==> config.mk <==
export PLATFORM = sky130hd
export DESIGN_NAME = dsp_timer
export DESIGN_NICKNAME = d
export VERILOG_FILES = /design/src/dsp_pkg.sv /design/src/dsp_channel.sv /design/src/dsp_prescaler.sv /design/src/dsp_timer.sv
export VERILOG_INCLUDE_DIRS = /design/src
export SDC_FILE = /design/constraint.sdc
export NUM_CORES = 1
export LEC_CHECK = 0
export BUFFER_PORTS_ARGS = -buffer_cell sky130_fd_sc_hd__buf_2
export CORE_MARGIN = 2
export CORE_UTILIZATION = 65
export DETAILED_ROUTE_END_ITERATION = 6
export GPL_TIMING_DRIVEN = 0
export PLACE_DENSITY = 0.86
export SLEW_MARGIN = 20
export SYNTH_ARGS = -nofsm -noshare
export SYNTH_HDL_FRONTEND = slang
export SYNTH_SLANG_ARGS = --single-unit
export TNS_END_PERCENT = 30
==> constraint.sdc <==
create_clock -name clk -period 12.5 [get_ports clk]
set_clock_uncertainty 0.1 [all_clocks]
set_input_delay 2.5 -clock clk [delete_from_list [all_inputs] [get_ports clk]]
set_output_delay 2.5 -clock clk [all_outputs]
set_load 0.02 [all_outputs]
==> src/dsp_params.svh <==
// constants of the dual-slope pwm timer: offsets, fields, reset values, counts
`ifndef DSP_PARAMS_SVH
`define DSP_PARAMS_SVH

// register byte offsets
`define DSP_OFS_CTRL      8'h00
`define DSP_OFS_COUNT     8'h04
`define DSP_OFS_CMP_A     8'h08
`define DSP_OFS_CMP_B     8'h0C
`define DSP_OFS_CAP_TOP   8'h10
`define DSP_OFS_INT_STAT  8'h14
`define DSP_OFS_INT_MASK  8'h18
`define DSP_OFS_STATUS    8'h1C

// control field positions
`define DSP_CTRL_WGM_LSB   0
`define DSP_CTRL_CS_LSB    4
`define DSP_CTRL_MODEA_LSB 8
`define DSP_CTRL_MODEB_LSB 10
`define DSP_CTRL_DIRA_BIT  12
`define DSP_CTRL_DIRB_BIT  13

// reset values
`define DSP_RST_WORD16   16'h0000
`define DSP_RST_FLAGS    3'h0
`define DSP_RST_DATA     32'h0000_0000

// waveform generation codes
`define DSP_WGM_PC8      4'h1
`define DSP_WGM_PC9      4'h2
`define DSP_WGM_PC10     4'h3
`define DSP_WGM_PFC_CAP  4'h8
`define DSP_WGM_PFC_CMPA 4'h9
`define DSP_WGM_PC_CAP   4'hA
`define DSP_WGM_PC_CMPA  4'hB

// fixed and limit tops
`define DSP_TOP_8BIT     16'h00FF
`define DSP_TOP_9BIT     16'h01FF
`define DSP_TOP_10BIT    16'h03FF
`define DSP_TOP_MIN      16'h0003
`define DSP_BOTTOM       16'h0000

// channel output mode codes
`define DSP_OM_OFF       2'h0
`define DSP_OM_TOGGLE    2'h1
`define DSP_OM_NONINV    2'h2
`define DSP_OM_INV       2'h3

// clock select codes and prescaler terminal counts (divider minus one)
`define DSP_CS_STOP      3'h0
`define DSP_CS_DIV1      3'h1
`define DSP_CS_DIV8      3'h2
`define DSP_CS_DIV64     3'h3
`define DSP_CS_DIV256    3'h4
`define DSP_CS_DIV1024   3'h5
`define DSP_TC_DIV1      10'h000
`define DSP_TC_DIV8      10'h007
`define DSP_TC_DIV64     10'h03F
`define DSP_TC_DIV256    10'h0FF
`define DSP_TC_DIV1024   10'h3FF

`endif

==> src/dsp_pkg.sv <==
// types shared by the dual-slope pwm timer modules
package dsp_pkg;

  // software control fields
  typedef struct packed {
    logic [1:0]      pin_direction_bit;
    logic [1:0][1:0] channel_output_mode;
    logic [2:0]      clk_sel;
    logic [3:0]      waveform_gen_select;
  } dsp_ctrl_type;

  // counter view handed to every channel
  typedef struct packed {
    logic        tick;
    logic        down;
    logic [15:0] count;
    logic [15:0] top;
  } dsp_cnt_type;

  typedef struct packed {
    logic [9:0] cnt;
    logic       tick;
  } dsp_psc_state_type;

  typedef struct packed {
    logic wave;
    logic match;
  } dsp_chan_state_type;

  typedef struct packed {
    dsp_ctrl_type     ctrl;
    logic [1:0][15:0] cmp_buf;
    logic [1:0][15:0] cmp_act;
    logic [15:0]      capture_top_value;
    logic [15:0]      counter_value;
    logic             down;
    logic [2:0]       int_status;
    logic [2:0]       int_mask;
    logic             pready;
    logic             pslverr;
    logic [31:0]      prdata;
    logic             irq;
    logic [1:0]       pin_out;
    logic [1:0]       pin_oe;
  } dsp_state_type;

endpackage

==> src/dsp_channel.sv <==
// one compare channel: match detection and dual-slope waveform bit
`timescale 1ns/1ps
`default_nettype none
`include "dsp_params.svh"

module dsp_channel (
  input  wire logic                 clk,
  input  wire logic                 nrst,
  input  wire dsp_pkg::dsp_cnt_type cnt,
  input  wire logic [15:0]          cmp,
  input  wire logic [1:0]           mode,
  input  wire logic                 toggle_ok,
  output logic                      wave,
  output logic                      match
);
  import dsp_pkg::*;

  dsp_chan_state_type st;
  dsp_chan_state_type next_st;
  logic               hit;
  logic               inv;
  logic               base;

  // compare above top can never hit the counter
  assign hit = cnt.tick && (cnt.count == cmp) && (cmp <= cnt.top);
  assign inv = (mode == `DSP_OM_INV);

  always_comb begin
    next_st       = st;
    next_st.match = hit;
    base          = st.wave ^ inv;
    unique case (mode)
      `DSP_OM_TOGGLE: begin
        if (toggle_ok && hit) begin
          next_st.wave = ~st.wave;
        end
      end
      `DSP_OM_NONINV, `DSP_OM_INV: begin
        if (cnt.tick) begin
          // extremes pin the level instead of glitching at the turn
          if (cmp == `DSP_BOTTOM) begin
            base = 1'b0;
          end else if (cmp == cnt.top) begin
            base = 1'b1;
          end else if (hit) begin
            base = cnt.down;
          end
        end
        next_st.wave = base ^ inv;
      end
      default: next_st.wave = 1'b0;
    endcase
  end

  always_ff @(posedge clk or negedge nrst) begin
    if (!nrst) begin
      st <= '0;
    end else begin
      st <= next_st;
    end
  end

  assign wave  = st.wave;
  assign match = st.match;

endmodule // dsp_channel
`default_nettype wire

==> src/dsp_prescaler.sv <==
// prescaler: one-cycle timer tick at clk divided by 1, 8, 64, 256 or 1024
`timescale 1ns/1ps
`default_nettype none
`include "dsp_params.svh"

module dsp_prescaler (
  input  wire logic       clk,
  input  wire logic       nrst,
  input  wire logic [2:0] sel,
  output logic            tick
);
  import dsp_pkg::*;

  dsp_psc_state_type st;
  dsp_psc_state_type next_st;
  logic [9:0]        term;

  // divider choice, stop code gives no tick
  always_comb begin
    next_st = st;
    term    = `DSP_TC_DIV1;
    unique case (sel)
      `DSP_CS_DIV8:    term = `DSP_TC_DIV8;
      `DSP_CS_DIV64:   term = `DSP_TC_DIV64;
      `DSP_CS_DIV256:  term = `DSP_TC_DIV256;
      `DSP_CS_DIV1024: term = `DSP_TC_DIV1024;
      default:         term = `DSP_TC_DIV1;
    endcase
    if (sel == `DSP_CS_STOP || sel > `DSP_CS_DIV1024) begin
      next_st.cnt  = 10'h000;
      next_st.tick = 1'b0;
    end else if (st.cnt >= term) begin
      next_st.cnt  = 10'h000;
      next_st.tick = 1'b1;
    end else begin
      next_st.cnt  = 10'(st.cnt + 10'h001);
      next_st.tick = 1'b0;
    end
  end

  always_ff @(posedge clk or negedge nrst) begin
    if (!nrst) begin
      st <= '0;
    end else begin
      st <= next_st;
    end
  end

  assign tick = st.tick;
endmodule // dsp_prescaler
`default_nettype wire

==> src/dsp_timer.sv <==
// dual-slope 16-bit pwm timer with apb registers, two channels, interrupt
//
// Overview of operation
// - keep top at or above compares; a compare above top never matches.
// - fixed-top modes mask unused compare bits to zero on every write.
// - phase correct mode loads active compares from buffers at top.
// - phase correct top change: falling slope old top, rising slope new.
// - dual-slope output code two is non-inverted, three is inverted.
// - waveform drives its pin only when its direction bit selects output.
// - non-inverted: clear on up-count match, set on down-count match.
// - timer tick from clk divided by 1, 8, 64, 256 or 1024.
// - non-inverted: compare at bottom gives constant low, at top constant high.
// - mode 11 with channel a code one toggles the output, 50% duty.
// - modes 8 and 9 select phase and frequency correct pwm.
// - counter climbs from zero to top, then descends back to zero.
// - top is capture register in mode 8, compare a in mode 9.
// - top register holds at least 3; full 16-bit range allowed.
// - counter stays at top for exactly one timer tick before descending.
// - each compare match sets that channel's interrupt flag.
`timescale 1ns/1ps
`default_nettype none
`include "dsp_params.svh"

module dsp_timer (
  input  wire logic        clk,
  input  wire logic        nrst,
  input  wire logic        psel,
  input  wire logic        penable,
  input  wire logic        pwrite,
  input  wire logic [7:0]  paddr,
  input  wire logic [31:0] pwdata,
  output logic [31:0]      prdata,
  output logic             pready,
  output logic             pslverr,
  output logic [1:0]       channel_waveform_out,
  output logic [1:0]       channel_waveform_oe,
  output logic             irq
);
  import dsp_pkg::*;

  dsp_state_type st;
  dsp_state_type next_st;
  dsp_cnt_type   cnt;
  logic          tick;
  logic [1:0]    chan_wave;
  logic [1:0]    chan_match;
  logic          dual;
  logic          pfc;
  logic          fixed_top;
  logic [15:0]   raw_top;
  logic [15:0]   top;
  logic          wr;
  logic          setup;
  logic          at_top;
  logic          at_bottom;
  logic [1:0]    connected;
  logic [2:0]    events;

  dsp_prescaler u_prescaler (
    .clk  (clk),
    .nrst (nrst),
    .sel  (st.ctrl.clk_sel),
    .tick (tick)
  );

  // mode decode and top choice
  always_comb begin
    dual      = 1'b1;
    pfc       = 1'b0;
    fixed_top = 1'b0;
    raw_top   = `DSP_TOP_8BIT;
    unique case (st.ctrl.waveform_gen_select)
      `DSP_WGM_PC8: begin
        fixed_top = 1'b1;
      end
      `DSP_WGM_PC9: begin
        fixed_top = 1'b1;
        raw_top   = `DSP_TOP_9BIT;
      end
      `DSP_WGM_PC10: begin
        fixed_top = 1'b1;
        raw_top   = `DSP_TOP_10BIT;
      end
      `DSP_WGM_PFC_CAP: begin
        pfc     = 1'b1;
        raw_top = st.capture_top_value;
      end
      `DSP_WGM_PFC_CMPA: begin
        pfc     = 1'b1;
        raw_top = st.cmp_act[0];
      end
      `DSP_WGM_PC_CAP:  raw_top = st.capture_top_value;
      `DSP_WGM_PC_CMPA: raw_top = st.cmp_act[0];
      default:          dual    = 1'b0;
    endcase
    // a top below the floor of 3 would stall the turn logic
    top = (raw_top < `DSP_TOP_MIN) ? `DSP_TOP_MIN : raw_top;
  end

  assign at_top    = tick && dual && !st.down && (st.counter_value >= top);
  assign at_bottom = tick && dual && st.down && (st.counter_value == `DSP_BOTTOM);
  assign setup     = psel && !penable;
  assign wr        = psel && penable && pwrite && st.pready;

  // counter view shared by both channels
  assign cnt.tick  = tick && dual;
  assign cnt.down  = st.down;
  assign cnt.count = st.counter_value;
  assign cnt.top   = top;

  // one compare unit per channel; toggle only on channel a with compare-a top
  genvar gi;
  generate
    for (gi = 0; gi < 2; gi++) begin : g_chan
      dsp_channel u_chan (
        .clk       (clk),
        .nrst      (nrst),
        .cnt       (cnt),
        .cmp       (st.cmp_act[gi]),
        .mode      (st.ctrl.channel_output_mode[gi]),
        .toggle_ok (gi == 0 && st.ctrl.waveform_gen_select == `DSP_WGM_PC_CMPA),
        .wave      (chan_wave[gi]),
        .match     (chan_match[gi])
      );
      assign connected[gi] = (st.ctrl.channel_output_mode[gi] == `DSP_OM_NONINV)
                          || (st.ctrl.channel_output_mode[gi] == `DSP_OM_INV)
                          || (gi == 0 && st.ctrl.channel_output_mode[gi] == `DSP_OM_TOGGLE
                              && st.ctrl.waveform_gen_select == `DSP_WGM_PC_CMPA);
    end
  endgenerate

  assign events = {at_bottom, chan_match};

  // counter, buffers, registers and bus answer
  always_comb begin
    next_st = st;
    // dual-slope count with one tick held at top and bottom
    if (!dual) begin
      next_st.counter_value = `DSP_BOTTOM;
      next_st.down          = 1'b0;
      next_st.cmp_act       = st.cmp_buf;
    end else if (at_top) begin
      next_st.down          = 1'b1;
      next_st.counter_value = 16'(st.counter_value - 16'h0001);
      if (!pfc) begin
        next_st.cmp_act = st.cmp_buf;
      end
    end else if (at_bottom) begin
      next_st.down          = 1'b0;
      next_st.counter_value = 16'(st.counter_value + 16'h0001);
      if (pfc) begin
        next_st.cmp_act = st.cmp_buf;
      end
    end else if (tick) begin
      next_st.counter_value = st.down ? 16'(st.counter_value - 16'h0001)
                                      : 16'(st.counter_value + 16'h0001);
    end
    // sticky flags, a new event beats a write-one clear
    next_st.int_status = st.int_status & ~((wr && paddr == `DSP_OFS_INT_STAT) ? pwdata[2:0] : 3'h0);
    next_st.int_status = next_st.int_status | events;
    // register writes take effect at the completing access edge
    if (wr) begin
      unique case (paddr)
        `DSP_OFS_CTRL: begin
          next_st.ctrl.waveform_gen_select    = pwdata[`DSP_CTRL_WGM_LSB +: 4];
          next_st.ctrl.clk_sel                = pwdata[`DSP_CTRL_CS_LSB +: 3];
          next_st.ctrl.channel_output_mode[0] = pwdata[`DSP_CTRL_MODEA_LSB +: 2];
          next_st.ctrl.channel_output_mode[1] = pwdata[`DSP_CTRL_MODEB_LSB +: 2];
          next_st.ctrl.pin_direction_bit      = {pwdata[`DSP_CTRL_DIRB_BIT], pwdata[`DSP_CTRL_DIRA_BIT]};
        end
        `DSP_OFS_CMP_A: next_st.cmp_buf[0] = fixed_top ? (pwdata[15:0] & raw_top) : pwdata[15:0];
        `DSP_OFS_CMP_B: next_st.cmp_buf[1] = fixed_top ? (pwdata[15:0] & raw_top) : pwdata[15:0];
        `DSP_OFS_CAP_TOP:  next_st.capture_top_value = pwdata[15:0];
        `DSP_OFS_INT_MASK: next_st.int_mask          = pwdata[2:0];
        default: ;
      endcase
    end
    // zero-wait answer: data and ready are loaded in the setup cycle
    next_st.pready  = setup;
    next_st.pslverr = 1'b0;
    next_st.prdata  = `DSP_RST_DATA;
    if (setup) begin
      unique case (paddr)
        `DSP_OFS_CTRL: next_st.prdata = {18'h00000, st.ctrl.pin_direction_bit,
                                         st.ctrl.channel_output_mode[1], st.ctrl.channel_output_mode[0],
                                         1'b0, st.ctrl.clk_sel, st.ctrl.waveform_gen_select};
        `DSP_OFS_COUNT:    next_st.prdata = {16'h0000, st.counter_value};
        `DSP_OFS_CMP_A:    next_st.prdata = {16'h0000, st.cmp_buf[0]};
        `DSP_OFS_CMP_B:    next_st.prdata = {16'h0000, st.cmp_buf[1]};
        `DSP_OFS_CAP_TOP:  next_st.prdata = {16'h0000, st.capture_top_value};
        `DSP_OFS_INT_STAT: next_st.prdata = {29'h00000000, st.int_status};
        `DSP_OFS_INT_MASK: next_st.prdata = {29'h00000000, st.int_mask};
        `DSP_OFS_STATUS:   next_st.prdata = {30'h00000000, dual, st.down};
        default:           next_st.pslverr = 1'b1;
      endcase
    end
    // pins only driven when the direction bit asks for output
    next_st.pin_out = chan_wave & connected;
    next_st.pin_oe  = st.ctrl.pin_direction_bit & connected;
    next_st.irq     = |(st.int_status & st.int_mask);
  end

  always_ff @(posedge clk or negedge nrst) begin
    if (!nrst) begin
      st <= '0;
    end else begin
      st <= next_st;
    end
  end

  assign prdata               = st.prdata;
  assign pready               = st.pready;
  assign pslverr              = st.pslverr;
  assign channel_waveform_out = st.pin_out;
  assign channel_waveform_oe  = st.pin_oe;
  assign irq                  = st.irq;
endmodule // dsp_timer
`default_nettype wire

==> results.toml <==
[clock_tree]
htreeDepth = 4
clk_pin_slew_ns = 0.07
post_cts_resized = 0
cts_buffers = 17
cts_tree = "done"
clk_latency_ns = 0.43
clock-root-buffer = "clkbuf_16"
clk_path_buf_depth = 2
ctsHoldBuffers = 0
cts_setup_buffers = 0
cts.sinks = 154

[logic_synthesis]
ys.flop_type = "dfrtp_1"
synth_cell_types = 70
avgSynthCellArea_um2 = 10.30
yosys.area.top_type_share = 0.4076
ys_seq_area_frac = 0.4076
ys_ff_latch = 154
async_reset_ff_frac = 1.000
synth_top_area_cell = "dfrtp_1"
syn_area_um2 = 9455
synth_edf_count = 0
ys_top_cells_by_area = "dfrtp_1, ha_1, mux2_2, mux2_1, nand2_1"
yosysWarnings = 0
syn_inst = 918

[die]
die_h_um = 124.6
die-width_um = 124.6
die_area_um2 = 15530
ios = 84
core.rowCount = 44
initial_core_util = 0.6580
core-area_um2 = 14370

[power]
power_frac_comb = 0.037
sequentialPowerShare = 0.456
clkPwrFrac = 0.507
p_int_mw = 0.8423
powerDensity_nw_per_um2 = 103.2
power.leakage_nw = 5.198
max-vdd-ir-drop_uv = 122.4
p_sw_frac = 0.2349
p_switching_mw = 0.2587

[placed_design]
gp_congestion = 0.9991
dp.cells = 1168
dp_hpwl_um = 19790
port_buffers = 50

[critical_path]
crit_path_max_incr_delay_ns = 0.93
cp.arrival_ns = 5.78
r2r-end = "cnt[19]"
critical_path.most_common_cell = "nand2_1"
rrSetupSlack_ns = 6.98
crit_cells = 17
critical_path.startpoint = "st[145]"
worstSetupEndpoint = "cnt[19]"
crit_type = "register to register"
crit_path_cell_trace = "buf_1 -> nand2_1 -> a211oi_1 -> nand3_1 -> nor4_1 -> nor2_1 -> nand2_1 -> ha_1 -> nand2b_1 -> a21o_1 -> a21o_1 -> a21oi_1 -> o21a_1 -> buf_2 -> nand4_1 -> a211o_1 -> nand2_1"
crit_path_end_kind = "register"
crit_buf_inv = 2
r2r_start = "st[145]"
r2r_cells = 17
cp_top_family = "compound AO/OA/AOI/OAI gates"
cp.required_ns = 12.76
critPathLaunchType = "register"
slowest_stage = "a211oi_1"
crit_path_max_fanout = 10

[drt]
wl_per_cell_um = 22.63
routed_via_density = 6.723
num_vias = 8067
drt_pass1_iterations = 7
ant_nets = 0
wirelength_um = 27160
first_iter_violations = 805
route.detailed.drc = 0

[timing]
setup_viol = 0
hold_viol_final = 0
timing.final.crit_share = 0.4416
slew_headroom = 0.2836
period_minus_slack_ns = 5.520
fin_tns_setup_ns = 0
fmax_ghz = 0.1812
rsz0062_at_grt = "no"
worst_slew_pin_slew_ns = 1.066
maxSlewViolCount = 0

[finish]
fin_nets = 1112
syn2layout_area_growth_pct = 12.86
final_cells = 1200
drive_gt1_frac = 0.2047
antenna_cells = 0

[grt]
antenna_found_initial = 0
first_global_vias = 8123
overflow = 0
track_usage = 0.3589
grt_max_degree = 93
grt_pass1_wl_um = 43350

[outcome]
status = "complete, no violations"

[min_path]
hp-class = "register to register"
worstHoldPathCells = 1

[run]
cap_violations = 0
## stage by stage
stage               hold slack [ns]  worst slack, ns  power [mW]  utilization  area (µm²)
CTS                          0.3417            7.245       1.104       0.7427       10670
detailed placement           0.3180            7.252      0.5518       0.6981       10030
global placement             0.3168            6.563      0.5495       0.6954        9992
finish                       0.3400            6.980       1.101       0.7427       10670
floorplan                    0.3044            8.096      0.5296            -        9512
global route                 0.3674            6.811       1.129       0.7427       10670
## worst min-delay path by stage
stage                           startpoint  endpoint  slack [ns]
floorplan           g_chan[0].u_chan.match    st[42]        0.30
global placement    g_chan[1].u_chan.match    st[43]        0.32
detailed placement  g_chan[1].u_chan.match    st[43]        0.32
CTS                 g_chan[1].u_chan.match    st[43]        0.34
global route        g_chan[1].u_chan.match    st[43]        0.37
finish              g_chan[1].u_chan.match    st[43]        0.34
## area by class of cell
class                      instances  area (µm²)
tap                              184       230.2
clock buffer                      18       439.2
sequential                       154        3854
inverter                          18       67.56
fill                             987        3697
multi-input combinational        679        5097
timing repair buffer              51       287.8
clock inverter                    14       201.4
buffer                            82       494.2
## cells by family (layout without fill, tap and decap cells)
kind of cell / Yosys count / in the layout / synth area share
buffers and inverters: 100 / 183 / 0.05941
other: 1 / 16 / 0.0003966
muxes: 94 / 94 / 0.1112
DFF: 154 / 154 / 0.4076
AOI/OAI and AO/OA: 170 / 170 / 0.1280
xor gates and xnor gates: 47 / 47 / 0.04354
adders and majority gates: 64 / 64 / 0.08469
and+or+nand+nor: 288 / 288 / 0.1653
## Yosys cell counts (all sizes together), types with 11 or more instances
library cell / instances
nand4: 28
a22oi: 11
xor2: 17
inv: 17
a222oi: 17
buf: 51
nor2: 31
and2: 15
a21o: 16
mux2: 88
a21oi: 34
nand3: 24
xnor2: 30
a211oi: 16
dfrtp: 154
clkbuf: 31
o21ai: 33
ha: 64
nand2: 80
nor4: 19
nor3: 40
## layer usage
metal / share of wire / vias to the layer above / GRT usage
met3: 0.10 / 115 / 0.08849
li1: - / 3522 / -
met2: 0.47 / 509 / 0.5680
met4: 0.043 / 0 / 0.1527
met1: 0.39 / 3921 / 0.4741
met5: 0 / - / 0
## power by group through the flow
stage | Clock (mW) | Sequential [mW] | Combinational (mW)
finish | 0.558 | 0.502 | 0.0405
global route | 0.582 | 0.502 | 0.0454
CTS | 0.561 | 0.502 | 0.0408
detailed placement | 0 | 0.511 | 0.0405
global placement | 0 | 0.511 | 0.0381
floorplan | 0 | 0.511 | 0.0184
## flip-flops by register name (all words and copies together) (netlist names)
register              flops
pready                    1
g_chan.u_chan.match       2
prdata                   16
g_chan.u_chan.wave        2
u_prescaler.st           10
st                       99
irq                       1
cnt                      17
channel_waveform_oe       2
u_prescaler.tick          1
channel_waveform_out      2
pslverr                   1
## cell usage in the layout (no fill, tap or decap), types with 9 or more instances in the layout
master,count
a211oi_1,13
a21o_1,16
a21oi_1,34
a222oi_1,17
a22oi_1,11
and2_1,15
buf_2,54
buf_4,38
clkbuf_1,31
clkbuf_16,17
conb_1,16
dfrtp_1,154
ha_1,64
inv_1,16
mux2_1,30
mux2_2,58
nand2_1,80
nand3_1,24
nand4_1,28
nor2_1,29
nor2b_1,9
nor3_1,36
nor4_1,16
o21ai_0,29
xnor2_1,30
xor2_1,17
Note: power is estimated with default switching activity, not from simulation.
